<file path="src/pkg/pcs_ctrl_map.vh">
// What this block does
// - test mode needs both tx and rx enables
// - square, pseudo-random, prbs31, user patterns supported
// - user mode loads no scrambler seed
// - separate tx and rx pattern selects
// - square wave period from period field
// - pseudo-random inverts unless no-invert bits set
// - seed b is 26 high plus 32 low
// - tx and rx 64-bit patterns, two halves
// - match flag high only while pattern matches
// - error counter cleared by writing zero
// - rx invert flips all serdes data bits
// - rx reverse swaps lane order 0-3
// - tx invert and tx lane reverse provided
// - base-r tx and rx bit order flip
// - readable wake error count and idle status
// - error indication marks uncorrectable blocks to pcs
// - lock loss sets sticky flag
// - fec counters cleared by reset 1 then 0
// - counter crossing limit sets sticky flag
// - seed a is 26 high plus 32 low
`ifndef PCS_CTRL_MAP_VH
`define PCS_CTRL_MAP_VH
// register word indices
`define A_TEST_CFG      6'h00
`define A_SEED_A_HIGH   6'h01
`define A_SEED_A_LOW    6'h02
`define A_SEED_B_HIGH   6'h03
`define A_SEED_B_LOW    6'h04
`define A_TX_PAT_HIGH   6'h05
`define A_TX_PAT_LOW    6'h06
`define A_RX_PAT_HIGH   6'h07
`define A_RX_PAT_LOW    6'h08
`define A_CHK_STATUS    6'h09
`define A_ERR_COUNT     6'h0a
`define A_LANE_CFG      6'h0b
`define A_XIDLE_CFG     6'h0c
`define A_XIDLE_STATUS  6'h0d
`define A_RIDLE_STATUS  6'h0e
`define A_WAKE_COUNT    6'h0f
`define A_FEC_CFG       6'h10
`define A_FEC_STATUS    6'h11
`define A_FEC_STICKY    6'h12
`define A_FEC_CORR      6'h13
`define A_FEC_UNCORR    6'h14
`define A_CORR_LIMIT    6'h15
`define A_UNCORR_LIMIT  6'h16
// test_cfg fields
`define TC_TX_EN        0
`define TC_RX_EN        1
`define TC_TX_SEL_LO    2
`define TC_RX_SEL_LO    4
`define TC_TX_NOINV     6
`define TC_RX_NOINV     7
`define TC_SQ_LO        8
// pattern select codes
`define PAT_SQUARE      2'h0
`define PAT_PSEUDO      2'h1
`define PAT_PRBS31      2'h2
`define PAT_USER        2'h3
// lane_cfg fields
`define LC_RX_INV       0
`define LC_RX_REV       1
`define LC_TX_INV       2
`define LC_TX_REV       3
`define LC_TX_FLIP      4
`define LC_RX_FLIP      5
// fec_config fields
`define FC_ON           0
`define FC_TX_FLIP      1
`define FC_RX_FLIP      2
`define FC_ERR_IND      3
`define FC_CNT_RST      4
// sticky fields
`define FS_LOCK         0
`define FS_CORR         1
`define FS_UNCORR       2
`define SEED_HI_W       26
`define CNT_MAX         32'hffff_ffff
`define ZERO32          32'h0000_0000
`endif

</file>
<file path="src/rtl/pcs_test_lane_fec_ctrl.v">
// Implementation choices: register access over Wishbone and the register offsets.
`timescale 1ns/1ps
`include "pcs_ctrl_map.vh"
module pcs_test_lane_fec_ctrl
(
   input  wire        clk,
   input  wire        rstn,
   input  wire        wb_cyc_i,
   input  wire        wb_stb_i,
   input  wire        wb_we_i,
   input  wire [7:0]  wb_adr_i,
   input  wire [3:0]  wb_sel_i,
   input  wire [31:0] wb_dat_i,
   output reg  [31:0] wb_dat_o,
   output reg         wb_ack_o,
   output reg         wb_err_o,
   input  wire [63:0] pcs_tx_data,
   output reg  [63:0] serdes_tx_data,
   input  wire [63:0] serdes_rx_data,
   output reg  [63:0] pcs_rx_data,
   output reg         test_mode_on,
   output reg         fec_on,
   output reg         fec_err_ind,
   output reg         fec_tx_flip,
   output reg         fec_rx_flip,
   input  wire        fec_lock,
   input  wire        fec_corr_evt,
   input  wire        fec_uncorr_evt,
   output reg         pcs_block_err,
   input  wire        wake_err_evt,
   input  wire [31:0] xaui_idle_status,
   input  wire [31:0] baser_idle_status,
   output reg  [31:0] xaui_idle_cfg
);

// ****************************************
// register storage
// ****************************************
reg  [31:0] test_cfg_q;
reg  [25:0] seed_a_high_q;
reg  [31:0] seed_a_low_q;
reg  [25:0] seed_b_high_q;
reg  [31:0] seed_b_low_q;
reg  [31:0] tx_pat_high_q;
reg  [31:0] tx_pat_low_q;
reg  [31:0] rx_pat_high_q;
reg  [31:0] rx_pat_low_q;
reg  [5:0]  lane_cfg_q;
reg  [4:0]  fec_cfg_q;
reg  [2:0]  sticky_q;
reg  [31:0] err_cnt_q;
reg  [31:0] wake_cnt_q;
reg  [31:0] corr_cnt_q;
reg  [31:0] uncorr_cnt_q;
reg  [31:0] corr_limit_q;
reg  [31:0] uncorr_limit_q;
reg         match_q;
reg         cnt_rst_seen_q;
reg  [57:0] lfsr_q;
reg  [30:0] prbs_q;
reg  [15:0] sq_cnt_q;
reg         sq_level_q;
reg  [63:0] chk_exp_q;
reg         chk_armed_q;
// async inputs pass two flip-flops
reg  [63:0] rx_s1_q;
reg  [63:0] rx_s2_q;
reg  [3:0]  ev_s1_q;
reg  [3:0]  ev_s2_q;
reg  [3:0]  ev_s3_q;

wire [1:0]  tx_sel    = test_cfg_q[`TC_TX_SEL_LO+1:`TC_TX_SEL_LO];
wire [1:0]  rx_sel    = test_cfg_q[`TC_RX_SEL_LO+1:`TC_RX_SEL_LO];
wire [15:0] sq_period = test_cfg_q[`TC_SQ_LO+15:`TC_SQ_LO];
wire        test_on   = test_cfg_q[`TC_TX_EN] & test_cfg_q[`TC_RX_EN];
wire        lock_now  = ev_s2_q[0];
wire        lock_fall = ev_s3_q[0] & ~ev_s2_q[0];
wire        corr_ev   = ev_s2_q[1] & ~ev_s3_q[1];
wire        uncorr_ev = ev_s2_q[2] & ~ev_s3_q[2];
wire        wake_ev   = ev_s2_q[3] & ~ev_s3_q[3];

// ****************************************
// helpers
// ****************************************
function [63:0] lane_rev;
   input [63:0] d;
   begin
      lane_rev = {d[15:0], d[31:16], d[47:32], d[63:48]};
   end
endfunction

function [63:0] bit_rev;
   input [63:0] d;
   integer i;
   begin
      for (i = 0; i < 64; i = i + 1)
         bit_rev[i] = d[63-i];
   end
endfunction

function [57:0] lfsr_next(input [57:0] s);
   lfsr_next = {s[56:0], s[57] ^ s[38]};
endfunction

function [63:0] lfsr_word(input [57:0] s);
   lfsr_word = {s, s[57:52]};
endfunction

function [30:0] prbs_next(input [30:0] s);
   prbs_next = {s[29:0], s[30] ^ s[27]};
endfunction

function [63:0] prbs_word(input [30:0] s);
   prbs_word = {s, s, s[1:0]};
endfunction

function [31:0] sat_inc;
   input [31:0] c;
   begin
      if (c == `CNT_MAX)
         sat_inc = c;
      else
         sat_inc = c + 32'h0000_0001;
   end
endfunction

function [31:0] merge;
   input [31:0] old;
   input [31:0] nw;
   input [3:0]  sel;
   integer k;
   begin
      for (k = 0; k < 4; k = k + 1)
         merge[k*8 +: 8] = sel[k] ? nw[k*8 +: 8] : old[k*8 +: 8];
   end
endfunction

// ****************************************
// pattern generation
// ****************************************
reg  [63:0] gen_word;
reg  [63:0] rx_lanes;
reg  [63:0] tx_lanes;
always @*
begin
   case (tx_sel)
      `PAT_SQUARE: gen_word = {64{sq_level_q}};
      `PAT_PSEUDO: gen_word = lfsr_word(lfsr_q) ^ ({tx_pat_high_q, tx_pat_low_q} ^
                              {64{~test_cfg_q[`TC_TX_NOINV]}});
      `PAT_PRBS31: gen_word = prbs_word(prbs_q);
      `PAT_USER:   gen_word = lfsr_word(lfsr_q) ^ {tx_pat_high_q, tx_pat_low_q};
      default:     gen_word = 64'h0000_0000_0000_0000;
   endcase
   tx_lanes = test_on ? gen_word : pcs_tx_data;
   if (lane_cfg_q[`LC_TX_INV])
      tx_lanes = ~tx_lanes;
   if (lane_cfg_q[`LC_TX_REV])
      tx_lanes = lane_rev(tx_lanes);
   if (lane_cfg_q[`LC_TX_FLIP])
      tx_lanes = bit_rev(tx_lanes);
   rx_lanes = rx_s2_q;
   if (lane_cfg_q[`LC_RX_FLIP])
      rx_lanes = bit_rev(rx_lanes);
   if (lane_cfg_q[`LC_RX_INV])
      rx_lanes = ~rx_lanes;
   if (lane_cfg_q[`LC_RX_REV])
      rx_lanes = lane_rev(rx_lanes);
end

// next word predicted from the current one, so the checker locks without a seed
reg  [63:0] exp_word;
reg  [63:0] pred_word;
reg  [63:0] rx_const;
always @*
begin
   rx_const = {rx_pat_high_q, rx_pat_low_q};
   if (rx_sel == `PAT_PSEUDO)
      rx_const = rx_const ^ {64{~test_cfg_q[`TC_RX_NOINV]}};
   if (rx_sel == `PAT_PRBS31)
      pred_word = prbs_word(prbs_next(rx_lanes[63:33]));
   else
      pred_word = lfsr_word(lfsr_next(rx_lanes[63:6] ^ rx_const[63:6])) ^ rx_const;
   exp_word = (rx_sel == `PAT_SQUARE) ? {64{rx_lanes[0]}} : chk_exp_q;
end

wire pat_ok = (rx_lanes == exp_word);
wire seed_ld = test_on & ~test_mode_on & (tx_sel != `PAT_USER);

always @(posedge clk or negedge rstn)
begin
   if (!rstn)
   begin
      lfsr_q       <= 58'h3ff_ffff_ffff_ffff;
      prbs_q       <= 31'h7fff_ffff;
      sq_cnt_q     <= 16'h0000;
      sq_level_q   <= 1'b0;
      chk_exp_q    <= 64'h0000_0000_0000_0000;
      chk_armed_q  <= 1'b0;
      match_q      <= 1'b0;
      rx_s1_q      <= 64'h0000_0000_0000_0000;
      rx_s2_q      <= 64'h0000_0000_0000_0000;
      ev_s1_q      <= 4'h0;
      ev_s2_q      <= 4'h0;
      ev_s3_q      <= 4'h0;
   end
   else
   begin
      rx_s1_q <= serdes_rx_data;
      rx_s2_q <= rx_s1_q;
      ev_s1_q <= {wake_err_evt, fec_uncorr_evt, fec_corr_evt, fec_lock};
      ev_s2_q <= ev_s1_q;
      ev_s3_q <= ev_s2_q;
      if (seed_ld)
         lfsr_q <= (tx_sel == `PAT_PSEUDO) ? {seed_a_high_q, seed_a_low_q}
                                           : {seed_b_high_q, seed_b_low_q};
      else if (test_on)
         lfsr_q <= lfsr_next(lfsr_q);
      if (test_on)
         prbs_q <= prbs_next(prbs_q);
      if (test_on && sq_cnt_q >= sq_period)
      begin
         sq_cnt_q   <= 16'h0000;
         sq_level_q <= ~sq_level_q;
      end
      else if (test_on)
         sq_cnt_q <= sq_cnt_q + 16'h0001;
      // checker self-synchronises on received data
      chk_armed_q <= test_on;
      chk_exp_q   <= pred_word;
      match_q     <= test_on & chk_armed_q & pat_ok;
   end
end

// ****************************************
// datapath outputs
// ****************************************
always @(posedge clk or negedge rstn)
begin
   if (!rstn)
   begin
      serdes_tx_data <= 64'h0000_0000_0000_0000;
      pcs_rx_data    <= 64'h0000_0000_0000_0000;
      test_mode_on   <= 1'b0;
      pcs_block_err  <= 1'b0;
   end
   else
   begin
      serdes_tx_data <= tx_lanes;
      pcs_rx_data    <= rx_lanes;
      test_mode_on   <= test_on;
      pcs_block_err  <= fec_cfg_q[`FC_ERR_IND] & fec_cfg_q[`FC_ON] & uncorr_ev;
   end
end

// ****************************************
// wishbone slave and registers
// ****************************************
wire        req    = wb_cyc_i & wb_stb_i & ~wb_ack_o & ~wb_err_o;
wire [5:0]  widx   = wb_adr_i[7:2];
wire        wr     = req & wb_we_i;
wire [31:0] wd     = wb_dat_i;
wire        mapped = (widx <= `A_UNCORR_LIMIT);
wire        err_wr = wr & (widx == `A_ERR_COUNT) & (wd == `ZERO32);
wire        stk_wr = wr & (widx == `A_FEC_STICKY);
wire [31:0] stk_m  = merge(`ZERO32, wd, wb_sel_i);
wire [31:0] sa_hi_m = merge({6'h00, seed_a_high_q}, wd, wb_sel_i);
wire [31:0] sb_hi_m = merge({6'h00, seed_b_high_q}, wd, wb_sel_i);
wire        cnt_clr = cnt_rst_seen_q & ~fec_cfg_q[`FC_CNT_RST];
wire        ec_hit = test_on & chk_armed_q & ~pat_ok;

reg  [31:0] rd;
always @*
begin
   case (widx)
      `A_TEST_CFG:     rd = test_cfg_q;
      `A_SEED_A_HIGH:  rd = {6'h00, seed_a_high_q};
      `A_SEED_A_LOW:   rd = seed_a_low_q;
      `A_SEED_B_HIGH:  rd = {6'h00, seed_b_high_q};
      `A_SEED_B_LOW:   rd = seed_b_low_q;
      `A_TX_PAT_HIGH:  rd = tx_pat_high_q;
      `A_TX_PAT_LOW:   rd = tx_pat_low_q;
      `A_RX_PAT_HIGH:  rd = rx_pat_high_q;
      `A_RX_PAT_LOW:   rd = rx_pat_low_q;
      `A_CHK_STATUS:   rd = {31'h0000_0000, match_q};
      `A_ERR_COUNT:    rd = err_cnt_q;
      `A_LANE_CFG:     rd = {26'h000_0000, lane_cfg_q};
      `A_XIDLE_CFG:    rd = xaui_idle_cfg;
      `A_XIDLE_STATUS: rd = xaui_idle_status;
      `A_RIDLE_STATUS: rd = baser_idle_status;
      `A_WAKE_COUNT:   rd = wake_cnt_q;
      `A_FEC_CFG:      rd = {27'h000_0000, fec_cfg_q};
      `A_FEC_STATUS:   rd = {31'h0000_0000, lock_now};
      `A_FEC_STICKY:   rd = {29'h0000_0000, sticky_q};
      `A_FEC_CORR:     rd = corr_cnt_q;
      `A_FEC_UNCORR:   rd = uncorr_cnt_q;
      `A_CORR_LIMIT:   rd = corr_limit_q;
      `A_UNCORR_LIMIT: rd = uncorr_limit_q;
      default:         rd = `ZERO32;
   endcase
end

always @(posedge clk or negedge rstn)
begin
   if (!rstn)
   begin
      wb_ack_o       <= 1'b0;
      wb_err_o       <= 1'b0;
      wb_dat_o       <= `ZERO32;
      test_cfg_q     <= `ZERO32;
      seed_a_high_q  <= 26'h000_0000;
      seed_a_low_q   <= `ZERO32;
      seed_b_high_q  <= 26'h000_0000;
      seed_b_low_q   <= `ZERO32;
      tx_pat_high_q  <= `ZERO32;
      tx_pat_low_q   <= `ZERO32;
      rx_pat_high_q  <= `ZERO32;
      rx_pat_low_q   <= `ZERO32;
      lane_cfg_q     <= 6'h00;
      xaui_idle_cfg  <= `ZERO32;
      fec_cfg_q      <= 5'h00;
      corr_limit_q   <= `CNT_MAX;
      uncorr_limit_q <= `CNT_MAX;
      cnt_rst_seen_q <= 1'b0;
      sticky_q       <= 3'h0;
      err_cnt_q      <= `ZERO32;
      wake_cnt_q     <= `ZERO32;
      corr_cnt_q     <= `ZERO32;
      uncorr_cnt_q   <= `ZERO32;
      fec_on         <= 1'b0;
      fec_err_ind    <= 1'b0;
      fec_tx_flip    <= 1'b0;
      fec_rx_flip    <= 1'b0;
   end
   else
   begin
      wb_ack_o <= req & mapped;
      wb_err_o <= req & ~mapped;
      wb_dat_o <= (req & ~wb_we_i & mapped) ? rd : `ZERO32;
      if (wr)
      begin
         case (widx)
            `A_TEST_CFG:    test_cfg_q    <= merge(test_cfg_q, wd, wb_sel_i);
            `A_SEED_A_HIGH: seed_a_high_q <= sa_hi_m[`SEED_HI_W-1:0];
            `A_SEED_A_LOW:  seed_a_low_q  <= merge(seed_a_low_q, wd, wb_sel_i);
            `A_SEED_B_HIGH: seed_b_high_q <= sb_hi_m[`SEED_HI_W-1:0];
            `A_SEED_B_LOW:  seed_b_low_q  <= merge(seed_b_low_q, wd, wb_sel_i);
            `A_TX_PAT_HIGH: tx_pat_high_q <= merge(tx_pat_high_q, wd, wb_sel_i);
            `A_TX_PAT_LOW:  tx_pat_low_q  <= merge(tx_pat_low_q, wd, wb_sel_i);
            `A_RX_PAT_HIGH: rx_pat_high_q <= merge(rx_pat_high_q, wd, wb_sel_i);
            `A_RX_PAT_LOW:  rx_pat_low_q  <= merge(rx_pat_low_q, wd, wb_sel_i);
            `A_LANE_CFG:    if (wb_sel_i[0]) lane_cfg_q <= wd[5:0];
            `A_XIDLE_CFG:   xaui_idle_cfg <= merge(xaui_idle_cfg, wd, wb_sel_i);
            `A_FEC_CFG:     if (wb_sel_i[0]) fec_cfg_q <= wd[4:0];
            `A_CORR_LIMIT:  corr_limit_q  <= merge(corr_limit_q, wd, wb_sel_i);
            `A_UNCORR_LIMIT: uncorr_limit_q <= merge(uncorr_limit_q, wd, wb_sel_i);
            default:        ;
         endcase
      end
      fec_on      <= fec_cfg_q[`FC_ON];
      fec_err_ind <= fec_cfg_q[`FC_ERR_IND];
      fec_tx_flip <= fec_cfg_q[`FC_TX_FLIP];
      fec_rx_flip <= fec_cfg_q[`FC_RX_FLIP];
      // counter reset acts on the falling edge of the reset bit
      cnt_rst_seen_q <= fec_cfg_q[`FC_CNT_RST];
      // test error counter: zero write clears, hit in same cycle leaves it at one
      if (ec_hit)
         err_cnt_q <= err_wr ? 32'h0000_0001 : sat_inc(err_cnt_q);
      else if (err_wr)
         err_cnt_q <= `ZERO32;
      if (wake_ev)
         wake_cnt_q <= sat_inc(wake_cnt_q);
      if (cnt_clr)
         corr_cnt_q <= fec_on & corr_ev ? 32'h0000_0001 : `ZERO32;
      else if (fec_on & corr_ev)
         corr_cnt_q <= sat_inc(corr_cnt_q);
      if (cnt_clr)
         uncorr_cnt_q <= fec_on & uncorr_ev ? 32'h0000_0001 : `ZERO32;
      else if (fec_on & uncorr_ev)
         uncorr_cnt_q <= sat_inc(uncorr_cnt_q);
      // sticky bits: set wins over write-one-to-clear
      sticky_q[`FS_LOCK] <= (fec_on & lock_fall) |
                            (sticky_q[`FS_LOCK] & ~(stk_wr & stk_m[`FS_LOCK]));
      sticky_q[`FS_CORR] <= (corr_cnt_q > corr_limit_q) |
                            (sticky_q[`FS_CORR] & ~(stk_wr & stk_m[`FS_CORR]));
      sticky_q[`FS_UNCORR] <= (uncorr_cnt_q > uncorr_limit_q) |
                              (sticky_q[`FS_UNCORR] &
                               ~(stk_wr & stk_m[`FS_UNCORR]));
   end
end

endmodule

</file>
<file path="config.mk">
export PLATFORM = sky130hd
export DESIGN_NAME = pcs_test_lane_fec_ctrl
export DESIGN_NICKNAME = d
export VERILOG_FILES = /design/src/rtl/pcs_test_lane_fec_ctrl.v
export VERILOG_INCLUDE_DIRS = /design/src /design/src/pkg
export SDC_FILE = /design/constraint.sdc
export NUM_CORES = 2
export LEC_CHECK = 0
export BUFFER_PORTS_ARGS = -buffer_cell sky130_fd_sc_hd__buf_2
export CAP_MARGIN = 20
export CORE_UTILIZATION = 24
export CTS_CLUSTER_SIZE = 30
export DETAILED_ROUTE_END_ITERATION = 6
export GPL_TIMING_DRIVEN = 0
export PLACE_DENSITY = 0.43
export RECOVER_POWER = 100
export SYNTH_ARGS = -nofsm -noshare
export SYNTH_HDL_FRONTEND = slang
export SYNTH_SLANG_ARGS = --single-unit
</file>
<file path="constraint.sdc">
create_clock -name clk -period 5 [get_ports clk]
set_input_delay 1 -clock clk [delete_from_list [all_inputs] [get_ports clk]]
set_output_delay 1 -clock clk [all_outputs]
set_load 0.01 [all_outputs]
</file>
# Word level (Yosys, flattened, before mapping)
# Index checks and enable logic that the tools add are counted.
# word_totals
out_inout_bits	200
register_bits	994
word_cells	284
inputBits	245
# classes
add_sub_neg	5
n_eq_ne	36
n_reduce_logical	64
n_lt_le_gt_ge	4
mux	31
n_bitwise	66
# op_table
operator	n
case mux 32 bit (23 select lines)	1
2-to-1 mux 64 bit	10
2-to-1 mux 32 bit	11
bitwise XOR 64 bit	5
case mux 64 bit (4 select lines)	1
2-to-1 mux 58 bit	3
AND reduction 3 bit	50
adder 32 x 1 -> 32 bit (second input constant)	4
equality test 32 bit (second input constant)	4
inverter 64 bit	2
equality test 64 bit	1
greater-than comparator 32 bit	2
bitwise XOR 58 bit	1
equality test 6 x 4 -> 1 bit (second input constant)	8
equality test 6 x 5 -> 1 bit (second input constant)	7
bitwise AND 1 bit	33
logical NOT 32 bit	1
2-to-1 mux 16 bit	2
equality test 6 x 3 -> 1 bit (second input constant)	4
inverter 1 bit	18
adder 16 x 1 -> 16 bit (second input constant)	1
>= comparator 16 bit	1
equality test 6 x 2 -> 1 bit (second input constant)	2
nonzero test 2 bit	5
13 further kinds	29

# Longest topological paths before layout
# logic_depth
word_depth	10
ltp_mapped	15
depth_no_buf	12

# Least setup slack after synthesis
# OpenSTA, ideal clock, no wires.
# synth_timing
path_type	reg-to-reg
from	register lane_cfg_q[5]
to	register err_cnt_q[26]
t_required_ns	4.923
period_less_slack_ns	3.249
path_slack_ns	1.751
stages_incl_launch_ff	13
n_path_buf	2
arrival_ns	3.172
setup_ns	0.077
path_cell_list	dfrtp_1 > buf_6 > mux4_1 > xnor2_4 > mux2_2 > a22oi_1 > o22ai_1 > and3_1 > and4_4 > a21bo_1 > buf_6 > or4_1 > a21oi_1
# synth_between
elab_chain_len	10
elab_cells_between_ends	11
cone_classes	1 x eq/ne; 5 x mux; 3 x bitwise; 2 x reduce/logical
# synth_lines
element	line	source
start: declaration	pcs_test_lane_fec_ctrl.v:48	reg [5:0] lane_cfg_q;
start signal: assignment	pcs_test_lane_fec_ctrl.v:351	`A_LANE_CFG: if (wb_sel_i[0]) lane_cfg_q <= wd[5:0];
2-to-1 mux 64 bit (*)	pcs_test_lane_fec_ctrl.v:162	if (lane_cfg_q[`LC_RX_FLIP])
inverter 64 bit	pcs_test_lane_fec_ctrl.v:165	rx_lanes = ~rx_lanes;
2-to-1 mux 64 bit (*)	pcs_test_lane_fec_ctrl.v:164	if (lane_cfg_q[`LC_RX_INV])
2-to-1 mux 64 bit (*)	pcs_test_lane_fec_ctrl.v:166	if (lane_cfg_q[`LC_RX_REV])
2-to-1 mux 64 bit	pcs_test_lane_fec_ctrl.v:183	exp_word = (rx_sel == `PAT_SQUARE) ? {64{rx_lanes[0]}} : chk_exp_q;
equality test 64 bit (*)	pcs_test_lane_fec_ctrl.v:186	wire pat_ok = (rx_lanes == exp_word);
inverter 1 bit (*)	pcs_test_lane_fec_ctrl.v:269	wire ec_hit = test_on & chk_armed_q & ~pat_ok;
bitwise AND 1 bit (*)	pcs_test_lane_fec_ctrl.v:269	
nonzero test 2 bit (no source line)	--	
AND reduction 2 bit (no source line)	--	
end signal: assignment	pcs_test_lane_fec_ctrl.v:325	err_cnt_q <= `ZERO32;
end signal: assignment	pcs_test_lane_fec_ctrl.v:367	err_cnt_q <= err_wr ? 32'h0000_0001 : sat_inc(err_cnt_q);
end signal: assignment	pcs_test_lane_fec_ctrl.v:369	err_cnt_q <= `ZERO32;
end: declaration	pcs_test_lane_fec_ctrl.v:51	reg [31:0] err_cnt_q;
# Every way passes the cells marked *; elsewhere a longest branch is shown, timed or not.
# A chain may end at the register's enable or synchronous reset.

# Worst setup path after layout
# layout_timing
from	input wb_adr_i[2]
to	register wb_dat_o[29]
# layout_between
elab_chain_len	3
elab_cells_between_ends	27
cone_classes	1 x order compare; 22 x eq/ne; 2 x mux; 1 x bitwise; 1 x reduce/logical
# layout_lines
element	line	source
start: declaration	pcs_test_lane_fec_ctrl.v:11	input wire [7:0] wb_adr_i,
less-or-equal comparator 6 x 5 -> 1 bit (no source line), or another cell as far along	--	
bitwise AND 1 bit / case mux 32 bit (23 select lines) (equally long branches)	pcs_test_lane_fec_ctrl.v:338, pcs_test_lane_fec_ctrl.v:274	
2-to-1 mux 32 bit (no source line) (*)	--	
end signal: assignment	pcs_test_lane_fec_ctrl.v:308	wb_dat_o <= `ZERO32;
end signal: assignment	pcs_test_lane_fec_ctrl.v:338	wb_dat_o <= (req & ~wb_we_i & mapped) ? rd : `ZERO32;
end: declaration	pcs_test_lane_fec_ctrl.v:14	output reg [31:0] wb_dat_o,
# Marked as above.

==> summary.txt <==
Floorplan
  – # IOs: 445
  – Die Wd: 468 um
  – Core region area: 215,000 um2
  – Die Y-Extent: 468 um
  – Row count: 170
  – Die ar.: 219,000 um2
  – Initial Util: 24.2%

Worst setup path
  – Worst setup EP type: flop
  – Critical path peak fanout: 10
  – Nature of the critical path startpoint: input pin
  – Reg2Reg Depth: 15
  – Crit path launch: wb_adr_i[2]
  – Worst endpoint data arrival time: 5.82 ns
  – Worst r2r src: lane_cfg_q[5]
  – Worst Path Required: 5.60 ns
  – CP Class: input pin to flop

Final layout
  – Share of cells above drive strength 1: 21.7%
  – Area growth from synthesis to layout: 20.2%
  – Design area: 62,600 um2
  – Commonest non-fill, non-tap cell in the layout: dfrtp_1
  – # nets final: 5,655
  – Fillers: 22,582
  – Fin cells: 8,288
  – Most frequent cells in the layout: 841 x dfrtp_1, 469 x clkbuf_1, 457 x nand2_1, 386 x xnor2_1, 347 x mux2_2

Clocking
  – CTS root buf: clkbuf_16
  – Skew-Pair Late Insertion Delay: 0.80 ns
  – # Post-CTS Setup Buffers: 0
  – Worst-path clk slew: 0.07 ns
  – Num CTS Buffers: 120
  – # hold bufs at CTS: 0
  – Number of clock sinks: 994
  – H-tree depth: 3
  – TritonCTS clock tree: done
  – Max Buffers Root-to-Sink: 3

Global route
  – Global-route usage over all layers: 26.4%
  – Vias in the first global route: 43,084
  – First-pass GRT wire length: 391,000 um
  – Met3 Use GR: 4.28%
  – Largest net degree at the start of global routing: 141
  – M2 GR Usage: 38.5%
  – Gr busiest metal: met2
  – Routing usage on met1: 37.1%
  – Antenna violations before repair: 27
  – Grt ovf: 0

Timing
  – Worst slew margin: -69.2%
  – Slew at the pin closest to its max-slew limit: 2.54 ns
  – Worst Skew: 0.0479 ns
  – Final count of hold timing violations: 0
  – Final Cycle Share: 104%
  – RSZ-0062 raised after global routing: false
  – FMAX: 0.192 GHz
  – Final worst slack: -0.214 ns
  – Final setup viols: 9
  – Final Slew Violations: 207
  – Minimum clock period: 5.21 ns
  – Worst hold slack: 0.314 ns

Placement
  – Number of port buffers: 442
  – Placed wire-length estimate: 237,000 um
  – GPL Wtd Cong: 0.999
  – Post-placement cell area: 58,600 um2
  – Placed cells: 8,040
  – Worst slack at placement: -1.39 ns

Pwr
  – Max VDD drop: 275 uV
  – Pleak: 0.0261 uW
  – PD cells: 326 nW/um2
  – Power Total: 20,400 uW

Synthesis
  – Synth cell types: 78
  – Synth Flop Type: dfrtp_1
  – Async SR Flop Fraction: 100%
  – Syn Area/Cell: 11.0 um2
  – Ys Warns: 0
  – Post-synth EDFFs: 0
  – Synthesized area: 52,000 um2
  – Syn Nets: 5,040
  – Yosys reg bits: 994
  – Sequential area share after synthesis: 48.2%
  – Syn Inst Count: 4,710

Route
  – Vias post-DR: 44,441
  – Final ANT Viol Nets: 0
  – 1st-pass router iterations: 7
  – First DRT Iteration DRCs: 5,676
  – DRC viols: 13
  – Routed wire length: 294,000 um
  – Routed len/inst: 35.4 um
  – Vias/cell: 5.36

Run status
  – Status: complete, but fails checks
  – Failing checks: DRC, capacitance limit, slew limit, setup timing

Min path
  – Hold Path Origin: fec_lock
  – HP Class: input pin to flop
  – WHS Path Cells: 1

Flow run
  – Maximum Capacitance Violations: 4
## cell usage after synthesis, drive strengths merged (22+ instances only)
library cell / instances / area [um2]
a31oi: 29 / 181
nor2: 307 / 1150
nand3: 90 / 450
nand2b: 27 / 169
a222oi: 24 / 240
a221oi: 77 / 674
mux2i: 58 / 581
mux2: 353 / 3980
nor2b: 54 / 338
a22oi: 131 / 993
xnor2: 388 / 3490
buf: 85 / 495
a22o: 39 / 342
and4: 22 / 195
dfrtp: 841 / 21000
a221o: 123 / 1230
mux4: 122 / 2760
inv: 148 / 556
dfstp: 153 / 4020
xor2: 116 / 1020
o21ai: 223 / 1120
nand2: 457 / 1720
nor4: 24 / 156
ha: 85 / 1060
a21o: 31 / 233
nor3: 41 / 205
clkbuf: 216 / 811
nand4: 66 / 413
and3: 60 / 375
a21oi: 156 / 781
## area by class of cell
type                            instances  area (um2)  share of cell area [%]
Inverter                              148         556                   0.888
Buffer                                300        1300                    2.08
Sequential cell                       994       25100                    40.1
Antenna cell                           18        45.0                  0.0720
Clock buffer                          166        3470                    5.54
Clock inverter                         63         811                    1.30
Multi-Input combinational cell       3267       25100                    40.1
Timing Repair Buffer                  494        2680                    4.29
Tap cell                             2838        3550                    5.68
## metrics by stage
stage,util [%],setup TNS [ns]
2_1_floorplan,-,0
3_3_place_gp,26.9,-
3_5_place_dp,27.3,-29.25
4_1_cts,29.3,0
5_1_grt,29.1,0
6_report,29.1,-0.907
## final timing paths
| check | end | slack, ns |
|---|---|---|
| min reg2reg | rx_s2_q[32] | 0.34 |
| max | wb_dat_o[29] | -0.21 |
| max in group asynchronous | wb_dat_o[7] | 0.82 |
| min in group asynchronous | wb_ack_o | 0.96 |
| max reg2reg | err_cnt_q[11] | 0.02 |
| min | ev_s1_q[0] | 0.31 |
## cells by family (layout without fill, tap and decap cells)
family	count (synthesis)	after routing	share of synthesized area (%)
flip-flops	994	994	48.2
multiplexers	533	533	14.1
buffers and inverters	449	1171	3.58
adder cells (fa/ha/maj)	85	85	2.04
AND/OR/NAND/NOR	1207	1207	10.7
XOR/XNOR	504	504	8.66
other	0	18	0
AO/OA/AOI/OAI	938	938	12.7
## repair_timing
| item | CTS | global route |
|---|---|---|
| gates resized for setup | 8 | 4 |
| hold endpoints to repair | 0 | 0 |
| endpoints found under the setup margin | 40 | 26 |
## metal layers
metal | up-vias | share of wire (%)
li1 | 18329 | -
met1 | 23154 | 44
met2 | 2486 | 42
met3 | 466 | 7.8
met4 | 6 | 6.1
met5 | - | 0.012
## registers in the layout, summed over array words and instances, names as in the netlist, 58 cells and up
signal          flops
chk_exp_q          64
lfsr_q             58
pcs_rx_data        64
rx_s1_q            64
rx_s2_q            64
serdes_tx_data     64
## worst max-delay path, stage by stage
cell and delay (ns):
buf_2 0.19, clkbuf_1 0.63, inv_1 0.34, nor2_1 0.43
nand2_1 0.31, nor2_2 0.53, clkbuf_2 0.58, clkbuf_2 0.71
a221oi_1 0.33, a31oi_1 0.73
## where the power goes
group / leakage (uW) / switching (uW) / internal, uW / total (uW)
sequential: 0.0123 / 392 / 8370 / 8770
clock: 0.00208 / 3930 / 5630 / 9560
combinational: 0.0118 / 1410 / 672 / 2080
total: 0.0261 / 5730 / 14700 / 20400
Power figures use the tool's default switching activity.
